### config.mk
export PLATFORM = sky130hd
export DESIGN_NAME = piw_top
export DESIGN_NICKNAME = d
export VERILOG_FILES = /design/src/include/piw_pkg.sv /design/src/design/piw_top.sv
export SDC_FILE = /design/constraint.sdc
export NUM_CORES = 1
export LEC_CHECK = 0
export ABC_AREA = 0
export BUFFER_PORTS_ARGS = -buffer_cell sky130_fd_sc_hd__buf_2
export CAP_MARGIN = 20
export CORE_UTILIZATION = 30
export DETAILED_ROUTE_END_ITERATION = 12
export MAX_ROUTING_LAYER = met4
export SYNTH_ARGS = -nofsm -noshare
export SYNTH_HDL_FRONTEND = slang
export SYNTH_SLANG_ARGS = --single-unit
### constraint.sdc
create_clock -name clk -period 3.7 [get_ports clk]
set_input_delay 0.37 -clock clk [delete_from_list [all_inputs] [get_ports clk]]
set_output_delay 0.37 -clock clk [all_outputs]
set_load 0.01 [all_outputs]
### src/include/piw_pkg.sv
package piw_pkg;

  // ****************************************************************
  // Window count and register map
  // ****************************************************************
  localparam int unsigned NUM_WIN  = 4;
  localparam int unsigned WIN_W    = 2;
  localparam logic [11:0] PTR_OFF  = 12'hcf8;
  localparam logic [11:0] ATTR_OFF = 12'h100;
  localparam logic [11:0] SHFT_OFF = 12'h104;
  localparam logic [11:0] WIN_STEP = 12'h008;

  // ****************************************************************
  // Attribute fields and reset values
  // ****************************************************************
  localparam int unsigned ATTR_PURGE = 7;
  localparam int unsigned ATTR_COHER = 6;
  localparam int unsigned ATTR_PFA   = 5;
  localparam int unsigned ATTR_PWA   = 4;
  localparam int unsigned ATTR_WRA   = 3;
  localparam int unsigned ATTR_RDA   = 2;
  localparam int unsigned ATTR_LVL   = 0;
  localparam logic [7:0]  ATTR_RST   = 8'h00;
  localparam logic [15:0] SHFT_RST   = 16'h0000;

  // ****************************************************************
  // Pointer fields (little-endian view)
  // ****************************************************************
  localparam int unsigned PTR_REG_LO = 2;
  localparam int unsigned PTR_SUB_LO  = 8;
  localparam int unsigned PTR_SLOT_LO = 11;
  localparam int unsigned PTR_BUS_LO = 16;
  localparam int unsigned PTR_EN     = 31;
  localparam logic [31:0] PTR_MASK   = 32'h80ff_fffc;
  localparam logic [31:0] PTR_RST    = 32'h0000_0000;

  // ****************************************************************
  // Prefetch sizes in cache lines
  // ****************************************************************
  localparam logic [2:0] PF_FIRST_LINES = 3'h4;
  localparam logic [2:0] PF_NEXT_LINES  = 3'h1;

  typedef enum logic [1:0] {
    PIW_PF_IDLE  = 2'b00,
    PIW_PF_WAIT  = 2'b01,
    PIW_PF_WATCH = 2'b11,
    PIW_PF_ISSUE = 2'b10
  } piw_pf_state_t;

  typedef enum logic [1:0] {
    PIW_CFG_IO    = 2'b00,
    PIW_CFG_TYPE0 = 2'b01,
    PIW_CFG_TYPE1 = 2'b10
  } piw_cfg_kind_t;

  typedef struct packed {
    logic             valid;
    logic [WIN_W-1:0] win;
    logic             write;
    logic             multiple;
    logic [31:0]      addr;
  } piw_in_req_t;

  typedef struct packed {
    logic        taken;
    logic        decline;
    logic        posted;
    logic        purge;
    logic        snoop_global;
    logic [31:0] cpu_addr;
  } piw_in_rsp_t;

  typedef struct packed {
    logic          valid;
    piw_cfg_kind_t kind;
    logic [31:0]   ad;
  } piw_cfg_t;

endpackage : piw_pkg

### src/design/piw_top.sv
`timescale 1ns/1ps
// Behaviour
// - Purge bit set: every window transaction carries invalidating transfer type
// - Coherence bit set: every window transaction asserts global snoop
// - Read-ahead prefetch only while the window allows prefetch
// - Writes posted only while the window allows posting
// - Window answers writes only when its write allow bit is set
// - Window answers reads only when its read allow bit is set
// - First read-multiple prefetch is always four cache lines
// - Later prefetches start when FIFO drains to the refill level
// - Refill level ignored for windows without read-ahead
// - Processor address upper half is PCI upper half plus shift
// - Pointer register reachable from processor bus only
// - Big-endian mode shows pointer register byte-swapped
// - Register and function numbers copied onto address lines
// - Segment zero gives Type 0 cycle, nonzero Type 1
// - Translate bit clear passes data port accesses as I/O cycles
module piw_top (
  // Clock and reset
  input  wire logic                  clk,
  input  wire logic                  rst_n,
  // Processor-bus register port
  input  wire logic                  reg_sel,
  input  wire logic                  reg_wr,
  input  wire logic [11:0]           reg_addr,
  input  wire logic [3:0]            reg_be,
  input  wire logic [31:0]           reg_wdata,
  output logic                       reg_ack,
  output logic      [31:0]           reg_rdata,
  // Endian mode pin
  input  wire logic                  big_endian,
  // Inbound PCI slave window path
  input  wire piw_pkg::piw_in_req_t  in_req,
  output piw_pkg::piw_in_rsp_t       in_rsp,
  // Prefetch control
  input  wire logic [2:0]            fifo_lines,
  input  wire logic                  pf_done,
  input  wire logic                  rm_end,
  output logic                       pf_req,
  output logic      [2:0]            pf_lines,
  // Configuration data port access
  input  wire logic                  cfg_acc,
  output piw_pkg::piw_cfg_t          cfg_out
);
  import piw_pkg::*;

  function automatic logic [31:0] swap32(input logic [31:0] v);
    swap32 = {v[7:0], v[15:8], v[23:16], v[31:24]};
  endfunction : swap32

  function automatic logic [31:0] be_mask(input logic [3:0] be);
    be_mask = {{8{be[3]}}, {8{be[2]}}, {8{be[1]}}, {8{be[0]}}};
  endfunction : be_mask

  // ****************************************************************
  // Endian pin synchroniser
  // ****************************************************************
  logic be_meta_q;
  logic be_mode_q;

  always_ff @(posedge clk or negedge rst_n) begin
    if (!rst_n) begin
      be_meta_q <= 1'b0;
      be_mode_q <= 1'b0;
    end else begin
      be_meta_q <= big_endian;
      be_mode_q <= be_meta_q;
    end
  end

  // ****************************************************************
  // Register file
  // ****************************************************************
  logic [7:0]  attr_q [NUM_WIN];
  logic [15:0] shft_q [NUM_WIN];
  logic [31:0] ptr_q;
  logic [31:0] ptr_wd;
  logic [31:0] ptr_wm;
  logic        ptr_hit;

  // Only the processor port reaches the pointer; PCI has no path.
  assign ptr_hit = reg_sel && (reg_addr == PTR_OFF);
  assign ptr_wd  = be_mode_q ? swap32(reg_wdata) : reg_wdata;
  assign ptr_wm  = (be_mode_q ? swap32(be_mask(reg_be)) : be_mask(reg_be))
                   & PTR_MASK;

  always_ff @(posedge clk or negedge rst_n) begin
    if (!rst_n) begin
      ptr_q <= PTR_RST;
    end else if (ptr_hit && reg_wr) begin
      ptr_q <= (ptr_q & ~ptr_wm) | (ptr_wd & ptr_wm);
    end
  end

  // One attribute and one shift register per window.
  always_ff @(posedge clk or negedge rst_n) begin
    if (!rst_n) begin
      for (int i = 0; i < NUM_WIN; i++) begin
        attr_q[i] <= ATTR_RST;
        shft_q[i] <= SHFT_RST;
      end
    end else if (reg_sel && reg_wr) begin
      for (int i = 0; i < NUM_WIN; i++) begin
        if (reg_addr == ATTR_OFF + WIN_STEP * 12'(i) && reg_be[0]) begin
          attr_q[i] <= reg_wdata[7:0];
        end
        if (reg_addr == SHFT_OFF + WIN_STEP * 12'(i)) begin
          if (reg_be[0]) shft_q[i][7:0]  <= reg_wdata[7:0];
          if (reg_be[1]) shft_q[i][15:8] <= reg_wdata[15:8];
        end
      end
    end
  end

  // Unmapped offsets read zero but are still acknowledged
  always_ff @(posedge clk or negedge rst_n) begin
    if (!rst_n) begin
      reg_ack   <= 1'b0;
      reg_rdata <= 32'h0000_0000;
    end else begin
      reg_ack   <= reg_sel;
      reg_rdata <= 32'h0000_0000;
      if (ptr_hit) begin
        reg_rdata <= be_mode_q ? swap32(ptr_q) : ptr_q;
      end
      for (int i = 0; i < NUM_WIN; i++) begin
        if (reg_sel && reg_addr == ATTR_OFF + WIN_STEP * 12'(i)) begin
          reg_rdata <= {24'h00_0000, attr_q[i]};
        end
        if (reg_sel && reg_addr == SHFT_OFF + WIN_STEP * 12'(i)) begin
          reg_rdata <= {16'h0000, shft_q[i]};
        end
      end
    end
  end

  // ****************************************************************
  // Inbound window path
  // ****************************************************************
  logic [7:0]  win_attr;
  logic [15:0] win_shft;
  logic        win_ok;

  // Only the decoded window's pair is consulted.
  assign win_attr = attr_q[in_req.win];
  assign win_shft = shft_q[in_req.win];
  assign win_ok   = in_req.write ? win_attr[ATTR_WRA]
                                 : win_attr[ATTR_RDA];

  always_ff @(posedge clk or negedge rst_n) begin
    if (!rst_n) begin
      in_rsp <= '0;
    end else begin
      in_rsp.taken        <= in_req.valid && win_ok;
      in_rsp.decline      <= in_req.valid && !win_ok;
      in_rsp.posted       <= in_req.valid && win_ok && in_req.write
                             && win_attr[ATTR_PWA];
      in_rsp.purge        <= in_req.valid && win_ok
                             && win_attr[ATTR_PURGE];
      in_rsp.snoop_global <= in_req.valid && win_ok
                             && win_attr[ATTR_COHER];
      in_rsp.cpu_addr     <= {16'(in_req.addr[31:16] + win_shft),
                              in_req.addr[15:0]};
    end
  end

  // ****************************************************************
  // Read-multiple prefetch engine
  // ****************************************************************
  piw_pf_state_t pf_q;
  logic [1:0]    lvl_q;
  logic          rm_start;

  // Prefetch disabled windows never start the engine.
  assign rm_start = in_req.valid && win_ok && !in_req.write
                    && in_req.multiple && win_attr[ATTR_PFA];

  // Level is latched only for read-ahead windows.
  always_ff @(posedge clk or negedge rst_n) begin
    if (!rst_n) begin
      lvl_q <= 2'b00;
    end else if (rm_start && pf_q == PIW_PF_IDLE) begin
      lvl_q <= win_attr[ATTR_LVL +: 2];
    end
  end

  always_ff @(posedge clk or negedge rst_n) begin
    if (!rst_n) begin
      pf_q     <= PIW_PF_IDLE;
      pf_req   <= 1'b0;
      pf_lines <= 3'h0;
    end else begin
      pf_req <= 1'b0;
      unique case (pf_q)
        PIW_PF_IDLE: begin
          if (rm_start) begin
            pf_q     <= PIW_PF_WAIT;
            pf_req   <= 1'b1;
            pf_lines <= PF_FIRST_LINES;
          end
        end
        PIW_PF_ISSUE: begin
          pf_q     <= PIW_PF_WAIT;
          pf_req   <= 1'b1;
          pf_lines <= PF_NEXT_LINES;
        end
        PIW_PF_WAIT: begin
          if (rm_end) pf_q <= PIW_PF_IDLE;
          else if (pf_done) pf_q <= PIW_PF_WATCH;
        end
        PIW_PF_WATCH: begin
          if (rm_end) pf_q <= PIW_PF_IDLE;
          else if (fifo_lines <= {1'b0, lvl_q}) begin
            pf_q <= PIW_PF_ISSUE;
          end
        end
      endcase
    end
  end

  // ****************************************************************
  // Configuration cycle translation
  // ****************************************************************
  // Type 0 leaves slot select to the outer decode; only low fields here
  always_ff @(posedge clk or negedge rst_n) begin
    if (!rst_n) begin
      cfg_out <= '0;
    end else begin
      cfg_out.valid <= cfg_acc;
      if (!ptr_q[PTR_EN]) begin
        cfg_out.kind <= PIW_CFG_IO;
        cfg_out.ad   <= 32'h0000_0000;
      end else if (ptr_q[PTR_BUS_LO +: 8] == 8'h00) begin
        cfg_out.kind <= PIW_CFG_TYPE0;
        cfg_out.ad   <= {21'h00_0000, ptr_q[10:2], 2'b00};
      end else begin
        cfg_out.kind <= PIW_CFG_TYPE1;
        cfg_out.ad   <= {8'h00, ptr_q[23:2], 2'b01};
      end
    end
  end
endmodule : piw_top

== Word-level counts from Yosys, hierarchy flattened ==
Index checks and enable logic that the tools add are counted.
Widths: inputs -> output; s select.
Storage, ports and cells
  register bits: 243
  logic and storage cells: 128
  bits of input ports: 96
  output and inout port bits: 109
Operators by class
  add/sub/neg operators: 1
  bitwise operators: 5
  magnitude comparators: 2
  reduce and logical (&&, ||, !) cells: 44
  equality and inequality tests: 15
  multiplexer cells: 31
Operators by type and width (number)
  $mux 32: 12
  $eq 12x9->1 const B: 8
  $mux 34: 2
  $and 32x32->32: 2
  $bmux 16 s2: 1
  $mux 16: 2
  $not 32->32: 1
  $or 32x32->32: 1
  $reduce_and 3->1: 9
  $logic_and 1x1->1: 25
  $add 16x16->16: 1
  $bmux 8 s2: 1
  $mux 8: 2
  $eq 12x12->1 const B: 1
  $mux 2: 5
  $reduce_and 2->1: 5
  $logic_not 8->1: 1
  $pmux 2 s4: 1
  $ne 3x3->1 const B: 2
  $pmux 3 s2: 1
  $eq 2x2->1 const B: 2
  $ge 3x3->1 const B: 1
  $le 3x2->1: 1
  $mux 3: 1
  other kinds (8): 10

== Logic depth before layout (Yosys ltp) ==
Gate-level depths: netlist of the first run.
  depth after elaboration: 11
  depth in mapped cells: 13
  gate-level depth less buffers: 10

== Least setup slack after synthesis of the first run ==
OpenSTA, ideal clock, no wires.
  path kind: input-to-reg
  from: input port in_req[34] in the netlist's numbering
  to: register in_rsp[30] in the netlist's numbering
  setup time: 0.116 ns
  stages on the path: 13
  slack: 0.281 ns
  arrival time: 3.304 ns
  path buffers: 3
  data required time: 3.584 ns
  cells stage by stage: buf_2 > buf_2 > buf_2 > mux4_2 > ha_1 > inv_1 > fa_1 > nor2b_1 > o21ai_0 > a21boi_0 > o2111ai_1 > a31oi_1 > o311ai_0
On the way
  word-level cells in the longest chain between the ends: 5
RTL lines
  start, declared: RTL line piw_top.sv:33  | input wire piw_pkg::piw_in_req_t in_req,
  $not 2->3 (not written as such): RTL line piw_top.sv:146  | assign win_shft = shft_q[in_req.win];
  $bmux 16 s2: RTL line piw_top.sv:146
  $mux 16 (not written as such) (2 in series): RTL line piw_top.sv:146
  $add 16x16->16: RTL line piw_top.sv:162  | in_rsp.cpu_addr <= {16'(in_req.addr[31:16] + win_shft),
  end, declared: RTL line piw_top.sv:34  | output piw_pkg::piw_in_rsp_t in_rsp,
Every way passes these cells. The select of a mux whose other input is x is not followed.
A chain may end at the register's enable or synchronous reset.

== Worst setup path after layout of the first run ==
  from: register shft_q[16] in the netlist's numbering
  to: register in_rsp[30] in the netlist's numbering
On the way
  word-level cells in the longest chain between the ends: 4
RTL lines
  start, declared: RTL line piw_top.sv:75  | logic [15:0] shft_q [NUM_WIN];
  start signal, assigned by index: RTL line piw_top.sv:108  | if (reg_be[0]) shft_q[i][7:0] <= reg_wdata[7:0];
  start signal, assigned by index: RTL line piw_top.sv:109  | if (reg_be[1]) shft_q[i][15:8] <= reg_wdata[15:8];
  $bmux 16 s2: RTL line piw_top.sv:146
  $mux 16 (not written as such) (2 in series): RTL line piw_top.sv:146
  $add 16x16->16: RTL line piw_top.sv:162
Every way passes these cells. The select of a mux whose other input is x is not followed.

==> results.sh, run 1 <==
export IMPL_cts_setup_buffers=0
export IMPL_cts_tree="yes"
export IMPL_cts_buffer_depth=3
export IMPL_numPortBuffers=190
export IMPL_ys_warn_count=0
export IMPL_yosys_area_share_simple=0.100
export IMPL_synth_top_area_frac=0.545
export IMPL_ioPinCount=205
export IMPL_status="completed"
export IMPL_worst_pin_slew_ns=0.925
export IMPL_p_leak_nw=6.35
export IMPL_fp_dieH_um=186
export IMPL_synth_common_cells="dfrtp_1 (221), mux2_2 (102), nand2_1 (54)"
export IMPL_cts_root_buf="clkbuf_16"
export IMPL_drc_errors=0
export IMPL_dpl_hpwl_um=21000
export IMPL_die_area_mm2=0.0346
export IMPL_slew_headroom=0.383
export IMPL_dr_total_vias=7366
export IMPL_setup_tns_ns=0
export IMPL_syn_avg_cell_area_um2=12.7
export IMPL_htreeDepth=1
export IMPL_synth_most_common_cell="dfrtp_1"
export IMPL_rsz0062_at_grt="no"
export IMPL_peakVddDrop_uv=289
export IMPL_power_mw=5.47
export IMPL_critPathCaptureType="flip-flop"
export IMPL_place_congestion=0.909
export IMPL_period_share=0.782
export IMPL_wire_per_inst_um=19.6
export IMPL_cts_resized=0
export IMPL_final_max_slew_viol_count=0
export IMPL_nets=1138
export IMPL_synth_xor_area_frac=0.0112
export IMPL_insertion_delay_ns=0.54
export IMPL_clk_pin_slew_ns=0.06
export IMPL_hold_class="in2reg"
export IMPL_hold_violations=0
export IMPL_grt_pass1_wl_um=44000
export IMPL_holdBufCountCts=20
export IMPL_skew_ns=0.0219
export IMPL_clkSinkCount=221
export IMPL_crit_type="reg2reg"
export IMPL_synth_seq_area_share=0.545
export IMPL_grt_max_degree=119
export IMPL_synth_edf_count=0
export IMPL_yosysTopAreaCell="dfrtp_1"
export IMPL_min_period_ns=2.89
export IMPL_muxShareOfSynthArea=0.211
export IMPL_p_per_area_mw_per_mm2=428
export IMPL_antenna_found_initial=1
export IMPL_die_w_um=186
export IMPL_synth_top_family_by_area="multiplexers"
export IMPL_detail_route_antenna_nets=0
export IMPL_synth_ff_type="dfrtp_1"
export IMPL_syn_area_mm2=0.0101
export IMPL_via_per_inst=4.96
export IMPL_drive_gt1_frac=0.367
export IMPL_syn_inst=799
export IMPL_cts_made_buffers=25
export IMPL_crit_arrival_ns=3.30
export IMPL_core_mm2=0.0329
export IMPL_wirelength_um=29100
export IMPL_synthAdderAreaFrac=0.0229
export IMPL_cp_max_fo=4
export IMPL_drt_initial_drc_count=486
export IMPL_yosysUniqueCellTypes=67
export IMPL_synthArstFlopShare=1.00
export IMPL_critPathLaunchType="flip-flop"
export IMPL_synth_compound_area_frac=0.0813
export IMPL_grt_pass1_vias=7415
export IMPL_area_growth_pct=25.9
export IMPL_max_freq_mhz=346
export IMPL_max_cap_violations=0
export IMPL_ys_seq_elements=221
export IMPL_globalRouteOverflowTotal=0
export IMPL_start_util=0.309
export IMPL_worstPathRequired_ns=4.11
export IMPL_setup_viol=0
export IMPL_n_fill_cell=3225
export IMPL_rows=66
export IMPL_drt_pass1_iter_count=6
export IMPL_grtUsageTotal=0.175
export IMPL_synth_area_leaders="dfrtp_1 (55%), mux2_2 (11%), mux4_2 (5.3%), mux2i_1 (4.3%), ha_1 (2.1%)"
cell usage in the layout (no fill, tap or decap), types with 18 or more instances in the layout:
cell type / netlist / layout
dfrtp_1: 221 / 220
buf_2: 8 / 189
mux2_2: 102 / 102
nand2_1: 54 / 54
mux2i_1: 44 / 44
nor2_1: 42 / 42
o21ai_0: 32 / 32
and2_1: 28 / 28
clkbuf_16: 0 / 25
mux4_2: 24 / 24
a21oi_1: 21 / 21
dlygate4sd3_1: 0 / 20
buf_4: 13 / 18
logic make-up (layout without fill, tap and decap cells):
kind of cell    Yosys count  in the layout
compound gates          120            120
xor+xnor                 13             13
fa+ha+maj                18             18
buf+inv                  57            290
flops                   221            221
mux                     171            171
other cells               1             13
simple gates            198            198
cell type report:
| class | instances | area [um^2] | area share |
|---|---|---|---|
| Clock buffer | 38 | 724 | 0.0567 |
| Inverter | 13 | 48.8 | 0.00382 |
| Sequential cell | 221 | 5530 | 0.433 |
| Clock inverter | 8 | 184 | 0.0144 |
| Tap cell | 442 | 553 | 0.0433 |
| Multi-Input combinational cell | 532 | 4380 | 0.342 |
| Antenna cell | 1 | 2.50 | 0.000196 |
| Timing Repair Buffer | 231 | 1360 | 0.106 |
metal layers:
layer	global-route usage	wire length (um)	vias up	share of wire
met1	0.231	12900	3667	0.44
met2	0.277	13800	278	0.47
met3	0.0288	1830	48	0.063
met4	0.0472	636	0	0.022
li1	-	-	3373	-
met5	-	0	-	0
final timing paths:
path | from | endpoint | slack, ns | cells past startpoint
setup / recovery | shft_q[16] | in_rsp[30] | 0.81 | 10
hold / removal | reg_sel | reg_ack | 0.02 | 1
setup reg to reg | shft_q[16] | in_rsp[30] | 0.81 | 10
hold reg to reg | be_meta_q | be_mode_q | 0.35 | 0
max in group asynchronous | rst_n | shft_q[2] | 2.34 | 3
min in group asynchronous | rst_n | in_rsp[29] | 0.50 | 2
where the power goes:
part | total [mW] | switching (mW) | internal (mW)
Combinational | 0.317 | 0.190 | 0.127
Clock | 2.71 | 1.00 | 1.71
Sequential | 2.45 | 0.0107 | 2.44
Total | 5.47 | 1.20 | 4.27
stage by stage:
stage	setup slack, ns	instances	instance area, um^2	util	hold WS [ns]
2_1_floorplan	0.281	810	10200	-	0.0744
6_report	0.806	1486	12800	0.389	0.0220
3_3_place_gp	0.443	1419	11700	0.355	0.336
3_5_place_dp	0.409	1419	11700	0.355	0.336
5_1_grt	0.683	1486	12800	0.389	0.0106
4_1_cts	0.822	1485	12800	0.389	0.000218
worst max-delay path, cell delays in order, from the launching register on:
cell       delay, ns
dfrtp_1         0.40
mux4_2          0.48
ha_1            0.22
inv_1           0.08
fa_1            0.21
nor2b_1         0.05
o21ai_0         0.19
a21boi_0        0.23
o2111ai_1       0.40
a31oi_1         0.19
o311ai_0        0.33
Power figures use the tool's default switching activity.
==> inputs of run 2 (changes only) <==
--- a/config.mk
+++ b/config.mk
@@ -5,7 +5,7 @@
 export SDC_FILE = /design/constraint.sdc
 export NUM_CORES = 1
 export LEC_CHECK = 0
-export ABC_AREA = 0
+export ABC_AREA = 1
 export BUFFER_PORTS_ARGS = -buffer_cell sky130_fd_sc_hd__buf_2
 export CAP_MARGIN = 20
 export CORE_UTILIZATION = 30
==> constraint.sdc (replaced) <==
create_clock -name clk -period 2.4 [get_ports clk]
set_input_delay 0.24 -clock clk [delete_from_list [all_inputs] [get_ports clk]]
set_output_delay 0.24 -clock clk [all_outputs]
set_load 0.01 [all_outputs]
==> results.sh, run 2 <==
export IMPL_start_util=0.307
export IMPL_p_per_area_mw_per_mm2=633
export IMPL_synthArstFlopShare=1.00
export IMPL_path_cells="o21ai_1 -> o22ai_2 -> ha_2 -> inv_1 -> fa_2 -> inv_1 -> nand3_1 -> nand2_2 -> a21oi_1 -> o21ai_1 -> nand3_1 -> nand2_1 -> xor2_1"
export IMPL_fp_dieH_um=190
export IMPL_mostFrequentLayoutCells="nand2_1 (318), dfrtp_1 (221), o21ai_0 (213)"
export IMPL_detail_route_antenna_nets=0
export IMPL_synth_top_area_frac=0.519
export IMPL_path_buf_inv=2
export IMPL_syn_inst=1267
export IMPL_via_per_inst=4.74
export IMPL_die_area_mm2=0.0363
export IMPL_max_cap_violations=0
export IMPL_clkSinkCount=221
export IMPL_slew_headroom=0.612
export IMPL_drt_initial_drc_count=736
export IMPL_synth_most_common_cell="nand2_1"
export IMPL_hold_class="in2reg"
export IMPL_reg2reg_slack_ns=0.20
export IMPL_crit_type="reg2reg"
export IMPL_cts_made_buffers=25
export IMPL_wire_per_inst_um=16.2
export IMPL_dpl_hpwl_um=23700
export IMPL_critPathLaunchType="flip-flop"
export IMPL_startpoint="shft_q[16]"
export IMPL_crit_arrival_ns=2.65
export IMPL_cpPeakStageDelay_ns=0.36
export IMPL_setup_viol=0
export IMPL_htreeDepth=1
export IMPL_cts_tree="yes"
export IMPL_synth_ff_type="dfrtp_1"
export IMPL_min_period_ns=2.20
export IMPL_hold_violations=0
export IMPL_peakVddDrop_uv=441
export IMPL_final_max_slew_viol_count=0
export IMPL_cts_buffer_depth=3
export IMPL_critPathSlowestCell="fa_2"
export IMPL_antenna_found_initial=1
export IMPL_cts_root_buf="clkbuf_16"
export IMPL_syn_area_mm2=0.0106
export IMPL_clk_pin_slew_ns=0.06
export IMPL_max_freq_mhz=454
export IMPL_drc_errors=0
export IMPL_worstPathRequired_ns=2.85
export IMPL_ys_seq_elements=221
export IMPL_dr_total_vias=9420
export IMPL_place_congestion=0.892
export IMPL_critPathCaptureType="flip-flop"
export IMPL_nets=1626
export IMPL_grt_pass1_wl_um=50000
export IMPL_crit_family="compound AO/OA/AOI/OAI gates"
export IMPL_period_share=0.918
export IMPL_area_growth_pct=25.8
export IMPL_insertion_delay_ns=0.53
export IMPL_grtUsageTotal=0.182
export IMPL_reg2reg_from="shft_q[16]"
export IMPL_synth_common_cells="nand2_1 (319), dfrtp_1 (221), o21ai_0 (216)"
export IMPL_status="completed"
export IMPL_skew_ns=0.0141
export IMPL_rows=68
export IMPL_final_common_cell="nand2_1"
export IMPL_die_w_um=190
export IMPL_synth_area_leaders="dfrtp_1 (52%), nand2_1 (11%), o21ai_0 (10%), inv_1 (4.3%), nor2_1 (2.9%)"
export IMPL_drive_gt1_frac=0.221
export IMPL_p_leak_nw=6.75
export IMPL_synth_edf_count=0
export IMPL_grt_pass1_vias=9074
export IMPL_grt_max_degree=59
export IMPL_setup_tns_ns=0
export IMPL_hp_start="rm_end"
export IMPL_power_mw=8.48
export IMPL_fin_area_mm2=0.0134
export IMPL_rsz0062_at_grt="no"
export IMPL_numPortBuffers=190
export IMPL_globalRouteOverflowTotal=0
export IMPL_ioPinCount=205
export IMPL_core_mm2=0.0347
export IMPL_syn_avg_cell_area_um2=8.40
export IMPL_synth_seq_area_share=0.519
export IMPL_drt_pass1_iter_count=5
export IMPL_ys_warn_count=0
export IMPL_worst_pin_slew_ns=0.580
export IMPL_yosysTopAreaCell="dfrtp_1"
export IMPL_yosysUniqueCellTypes=49
export IMPL_wirelength_um=32100
export IMPL_placed_cell_area_mm2=0.0123
export IMPL_cp_max_fo=3
==> run 2: cell types whose count changed after synthesis, sizes merged, moves of 12 or more <==
cell / delta
nand2: +269
o21ai: +206
inv: +118
mux2: -103
nor2: +51
mux2i: -44
nand3: +30
and2: -28
mux4: -24
clkbuf: +19
and3: -12
==> run 2: path summary, 6_finish.rpt <==
check | end | depth (start not counted)
max in group asynchronous | attr_q[10] | 3
worst max register to register | in_rsp[28] | 13
worst max-delay path | in_rsp[28] | 13
min in group asynchronous | in_rsp[0] | 2
worst min register to register | be_mode_q | 0
worst min-delay path | pf_q[0] | 4
==> run 2: layout make-up <==
type / instances / area [um^2]
Inverter: 133 / 503
Antenna cell: 1 / 2.50
Multi-Input combinational cell: 859 / 4330
Clock inverter: 8 / 47.5
Tap cell: 455 / 569
Fill cell: 3591 / 21300
Sequential cell: 221 / 5530
Clock buffer: 37 / 741
Timing Repair Buffer: 272 / 1670
==> run 2: logic make-up (layout without fill, tap and decap cells) <==
kind of cell | Yosys count | count (layout) | synth area share
and+or+nand+nor | 495 | 495 | 0.200
AOI/OAI and AO/OA | 319 | 319 | 0.167
DFF | 221 | 221 | 0.519
buffers and inverters | 198 | 450 | 0.0791
adders and majority gates | 18 | 18 | 0.0219
xor gates and xnor gates | 15 | 15 | 0.0123
other | 1 | 13 | 0.000352
==> run 2: report_power, final <==
part / internal, mW / switching, mW
clock network: 2.13 / 1.55
registers: 3.84 / 0.0429
logic: 0.360 / 0.553
total: 6.33 / 2.15
==> run 2: worst register-to-register path, cell delays in order (launching register included) <==
cell	delay, ns
dfrtp_1	0.35
o21ai_1	0.10
o22ai_2	0.24
ha_2	0.22
inv_1	0.06
fa_2	0.36
inv_1	0.06
nand3_1	0.08
nand2_2	0.10
a21oi_1	0.08
o21ai_1	0.18
nand3_1	0.09
nand2_1	0.08
xor2_1	0.14
==> run 2: routing by layer <==
| layer | share of wire | global-route usage | vias to the layer above |
|---|---|---|---|
| li1 | - | - | 4629 |
| met1 | 0.45 | 0.246 | 4418 |
| met2 | 0.47 | 0.287 | 329 |
| met3 | 0.071 | 0.0280 | 44 |
| met4 | 0.015 | 0.0369 | 0 |
| met5 | 0 | - | - |
==> run 2: stage by stage <==
stage	std cells	setup slack, ns	hold slack, ns	util
3_3_place_gp	1913	-0.000417	0.199	0.355
2_1_floorplan	1278	0.00366	-0.0556	-
4_1_cts	1982	0.0473	0.00254	0.385
3_5_place_dp	1913	-0.0563	0.200	0.355
6_report	1986	0.198	0.0221	0.386
5_1_grt	1986	0.00475	0.0306	0.386
==> run 2: what timing repair did <==
item                                    4_1_cts  5_1_grt
endpoints found under the hold margin        75        0
setup buffers                                 0        3
pin swaps                                     0        3
hold buffers                                 24        0
resized for setup                             1        5
endpoints found under the setup margin        2        3
==> inputs of run 3 (changes only) <==
--- a/config.mk
+++ b/config.mk
@@ -8,9 +8,12 @@
 export ABC_AREA = 1
 export BUFFER_PORTS_ARGS = -buffer_cell sky130_fd_sc_hd__buf_2
 export CAP_MARGIN = 20
+export CORE_ASPECT_RATIO = 0.6
+export CORE_MARGIN = 3
 export CORE_UTILIZATION = 30
 export DETAILED_ROUTE_END_ITERATION = 12
 export MAX_ROUTING_LAYER = met4
+export PLACE_DENSITY_LB_ADDON = 0.3
 export SYNTH_ARGS = -nofsm -noshare
 export SYNTH_HDL_FRONTEND = slang
 export SYNTH_SLANG_ARGS = --single-unit
==> results.sh, run 3 (synthesized netlist as in run 2, its figures left out) <==
export IMPL_numPortBuffers=190
export IMPL_hold_class="in2reg"
export IMPL_htreeDepth=1
export IMPL_dr_total_vias=9747
export IMPL_fp_dieH_um=152
export IMPL_cts_setup_buffers=0
export IMPL_crit_type="reg2reg"
export IMPL_fin_area_mm2=0.0136
export IMPL_drt_initial_drc_count=999
export IMPL_cts_buffer_depth=3
export IMPL_final_common_cell="nand2_1"
export IMPL_grtUsageTotal=0.191
export IMPL_max_freq_mhz=431
export IMPL_worstPathRequired_ns=2.82
export IMPL_placed_cell_area_mm2=0.0125
export IMPL_clk_pin_slew_ns=0.06
export IMPL_p_seq_frac=0.430
export IMPL_internal_power_mw=6.76
export IMPL_p_leak_nw=6.85
export IMPL_drt_pass1_iter_count=5
export IMPL_detail_route_antenna_nets=0
export IMPL_p_comb_frac=0.111
export IMPL_min_period_ns=2.32
export IMPL_area_growth_pct=28.1
export IMPL_worst_pin_slew_ns=0.641
export IMPL_n_antenna_cell=0
export IMPL_nets=1643
export IMPL_cp_max_fo=4
export IMPL_drive_gt1_frac=0.229
export IMPL_p_clk_frac=0.459
export IMPL_ioPinCount=205
export IMPL_cts_tree="yes"
export IMPL_globalRouteOverflowTotal=0
export IMPL_drc_errors=0
export IMPL_place_congestion=0.909
export IMPL_die_area_mm2=0.0379
export IMPL_dpl_hpwl_um=26500
export IMPL_critPathCaptureType="flip-flop"
export IMPL_worstRegToRegCells=11
export IMPL_grt_pass1_vias=9291
export IMPL_grt_max_degree=66
export IMPL_whs_ns=0.0181
export IMPL_start_util=0.310
export IMPL_hold_path_end="in_rsp[31]"
export IMPL_clkSinkCount=221
export IMPL_critPathLaunchType="flip-flop"
export IMPL_power_switching_mw=2.29
export IMPL_swShare=0.253
export IMPL_p_per_area_mw_per_mm2=664
export IMPL_final_max_slew_viol_count=0
export IMPL_hp_start="in_req[31]"
export IMPL_via_per_inst=4.86
export IMPL_mostFrequentLayoutCells="nand2_1 (316), dfrtp_1 (221), o21ai_0 (212)"
export IMPL_hold_violations=0
export IMPL_grt_pass1_wl_um=55400
export IMPL_rows=52
export IMPL_hold_path_depth=3
export IMPL_die_w_um=249
export IMPL_insertion_delay_ns=0.54
export IMPL_crit_arrival_ns=2.74
export IMPL_max_cap_violations=0
export IMPL_cts_root_buf="clkbuf_16"
export IMPL_wire_per_inst_um=17.9
export IMPL_cts_made_buffers=24
export IMPL_wirelength_um=35800
export IMPL_slew_headroom=0.573
export IMPL_antenna_found_initial=1
export IMPL_reg2reg_from="shft_q[22]"
export IMPL_setup_viol=0
export IMPL_period_share=0.966
export IMPL_status="completed"
export IMPL_fin_util=0.397
export IMPL_peakVddDrop_uv=449
export IMPL_r2r_end="in_rsp[23]"
export IMPL_skew_ns=0.0110
export IMPL_reg2reg_slack_ns=0.08
export IMPL_core_mm2=0.0344
-- run 3: cell types whose count changed in the layout (fill, tap and decap cells not counted), sizes merged --
cell | previous run | this run
buf | 248 | 262
bufinv | 0 | 5
clkinv | 9 | 4
clkbuf | 37 | 33
dlygate4sd3 | 24 | 28
clkinvlp | 0 | 3
diode | 1 | 0
-- run 3: timing repair --
action	4_1_cts	5_1_grt
endpoints found under the setup margin	0	5
hold buffers	28	0
hold endpoints to repair	87	0
resized for setup	0	12
-- run 3: per-stage QoR --
stage | setup TNS, ns | power, mW | instances | setup slack [ns]
floorplan | 0 | 4.40 | 1278 | 0.00366
detailed placement | -0.619 | 4.91 | 1934 | -0.161
CTS | 0 | 9.16 | 2006 | 0.0538
global placement | -0.474 | 4.90 | 1934 | -0.137
finish | 0 | 9.05 | 2006 | 0.0806
global route | -0.000337 | 9.45 | 2006 | -0.000337
-- run 3: cell type report --
class,count,area [um^2]
Multi-Input combinational cell,859,4350
Tap cell,459,574
Clock buffer,33,676
Fill cell,3547,20700
Sequential cell,221,5530
Clock inverter,11,199
Timing Repair Buffer,290,1810
Inverter,133,503
-- run 3: worst max path at each step --
stage,start,to,slack [ns]
global placement,in_req[34],in_rsp[28],-0.14
global route,shft_q[16],in_rsp[30],-0.0003
finish,shft_q[22],in_rsp[23],0.08
detailed placement,in_req[34],in_rsp[28],-0.16
floorplan,in_req[34],in_rsp[28],0.004
CTS,shft_q[16],in_rsp[28],0.05
-- run 3: power groups by stage --
stage	clock (mW)	sequential (mW)	combinational, mW
floorplan	0	4.00	0.402
global placement	0	3.96	0.943
detailed placement	0	3.95	0.953
CTS	4.27	3.89	1.00
global route	4.43	3.90	1.12
finish	4.16	3.89	1.00
-- run 3: critical path: stages, from the launching register on --
cell	delay, ns
dfrtp_1	0.38
inv_1	0.10
a21oi_1	0.07
o21ai_0	0.07
o21ai_0	0.18
buf_4	0.19
ha_1	0.34
nand2_1	0.10
o21ai_0	0.25
a21oi_1	0.12
buf_4	0.15
xnor2_1	0.27
-- run 3: per-layer routing --
layer,routed length [um],vias to the layer above,GRT usage
met3,3150,46,0.0425
met4,495,0,0.0309
met5,0,-,-
li1,-,4650,-
met1,18400,4664,0.303
met2,13700,387,0.245
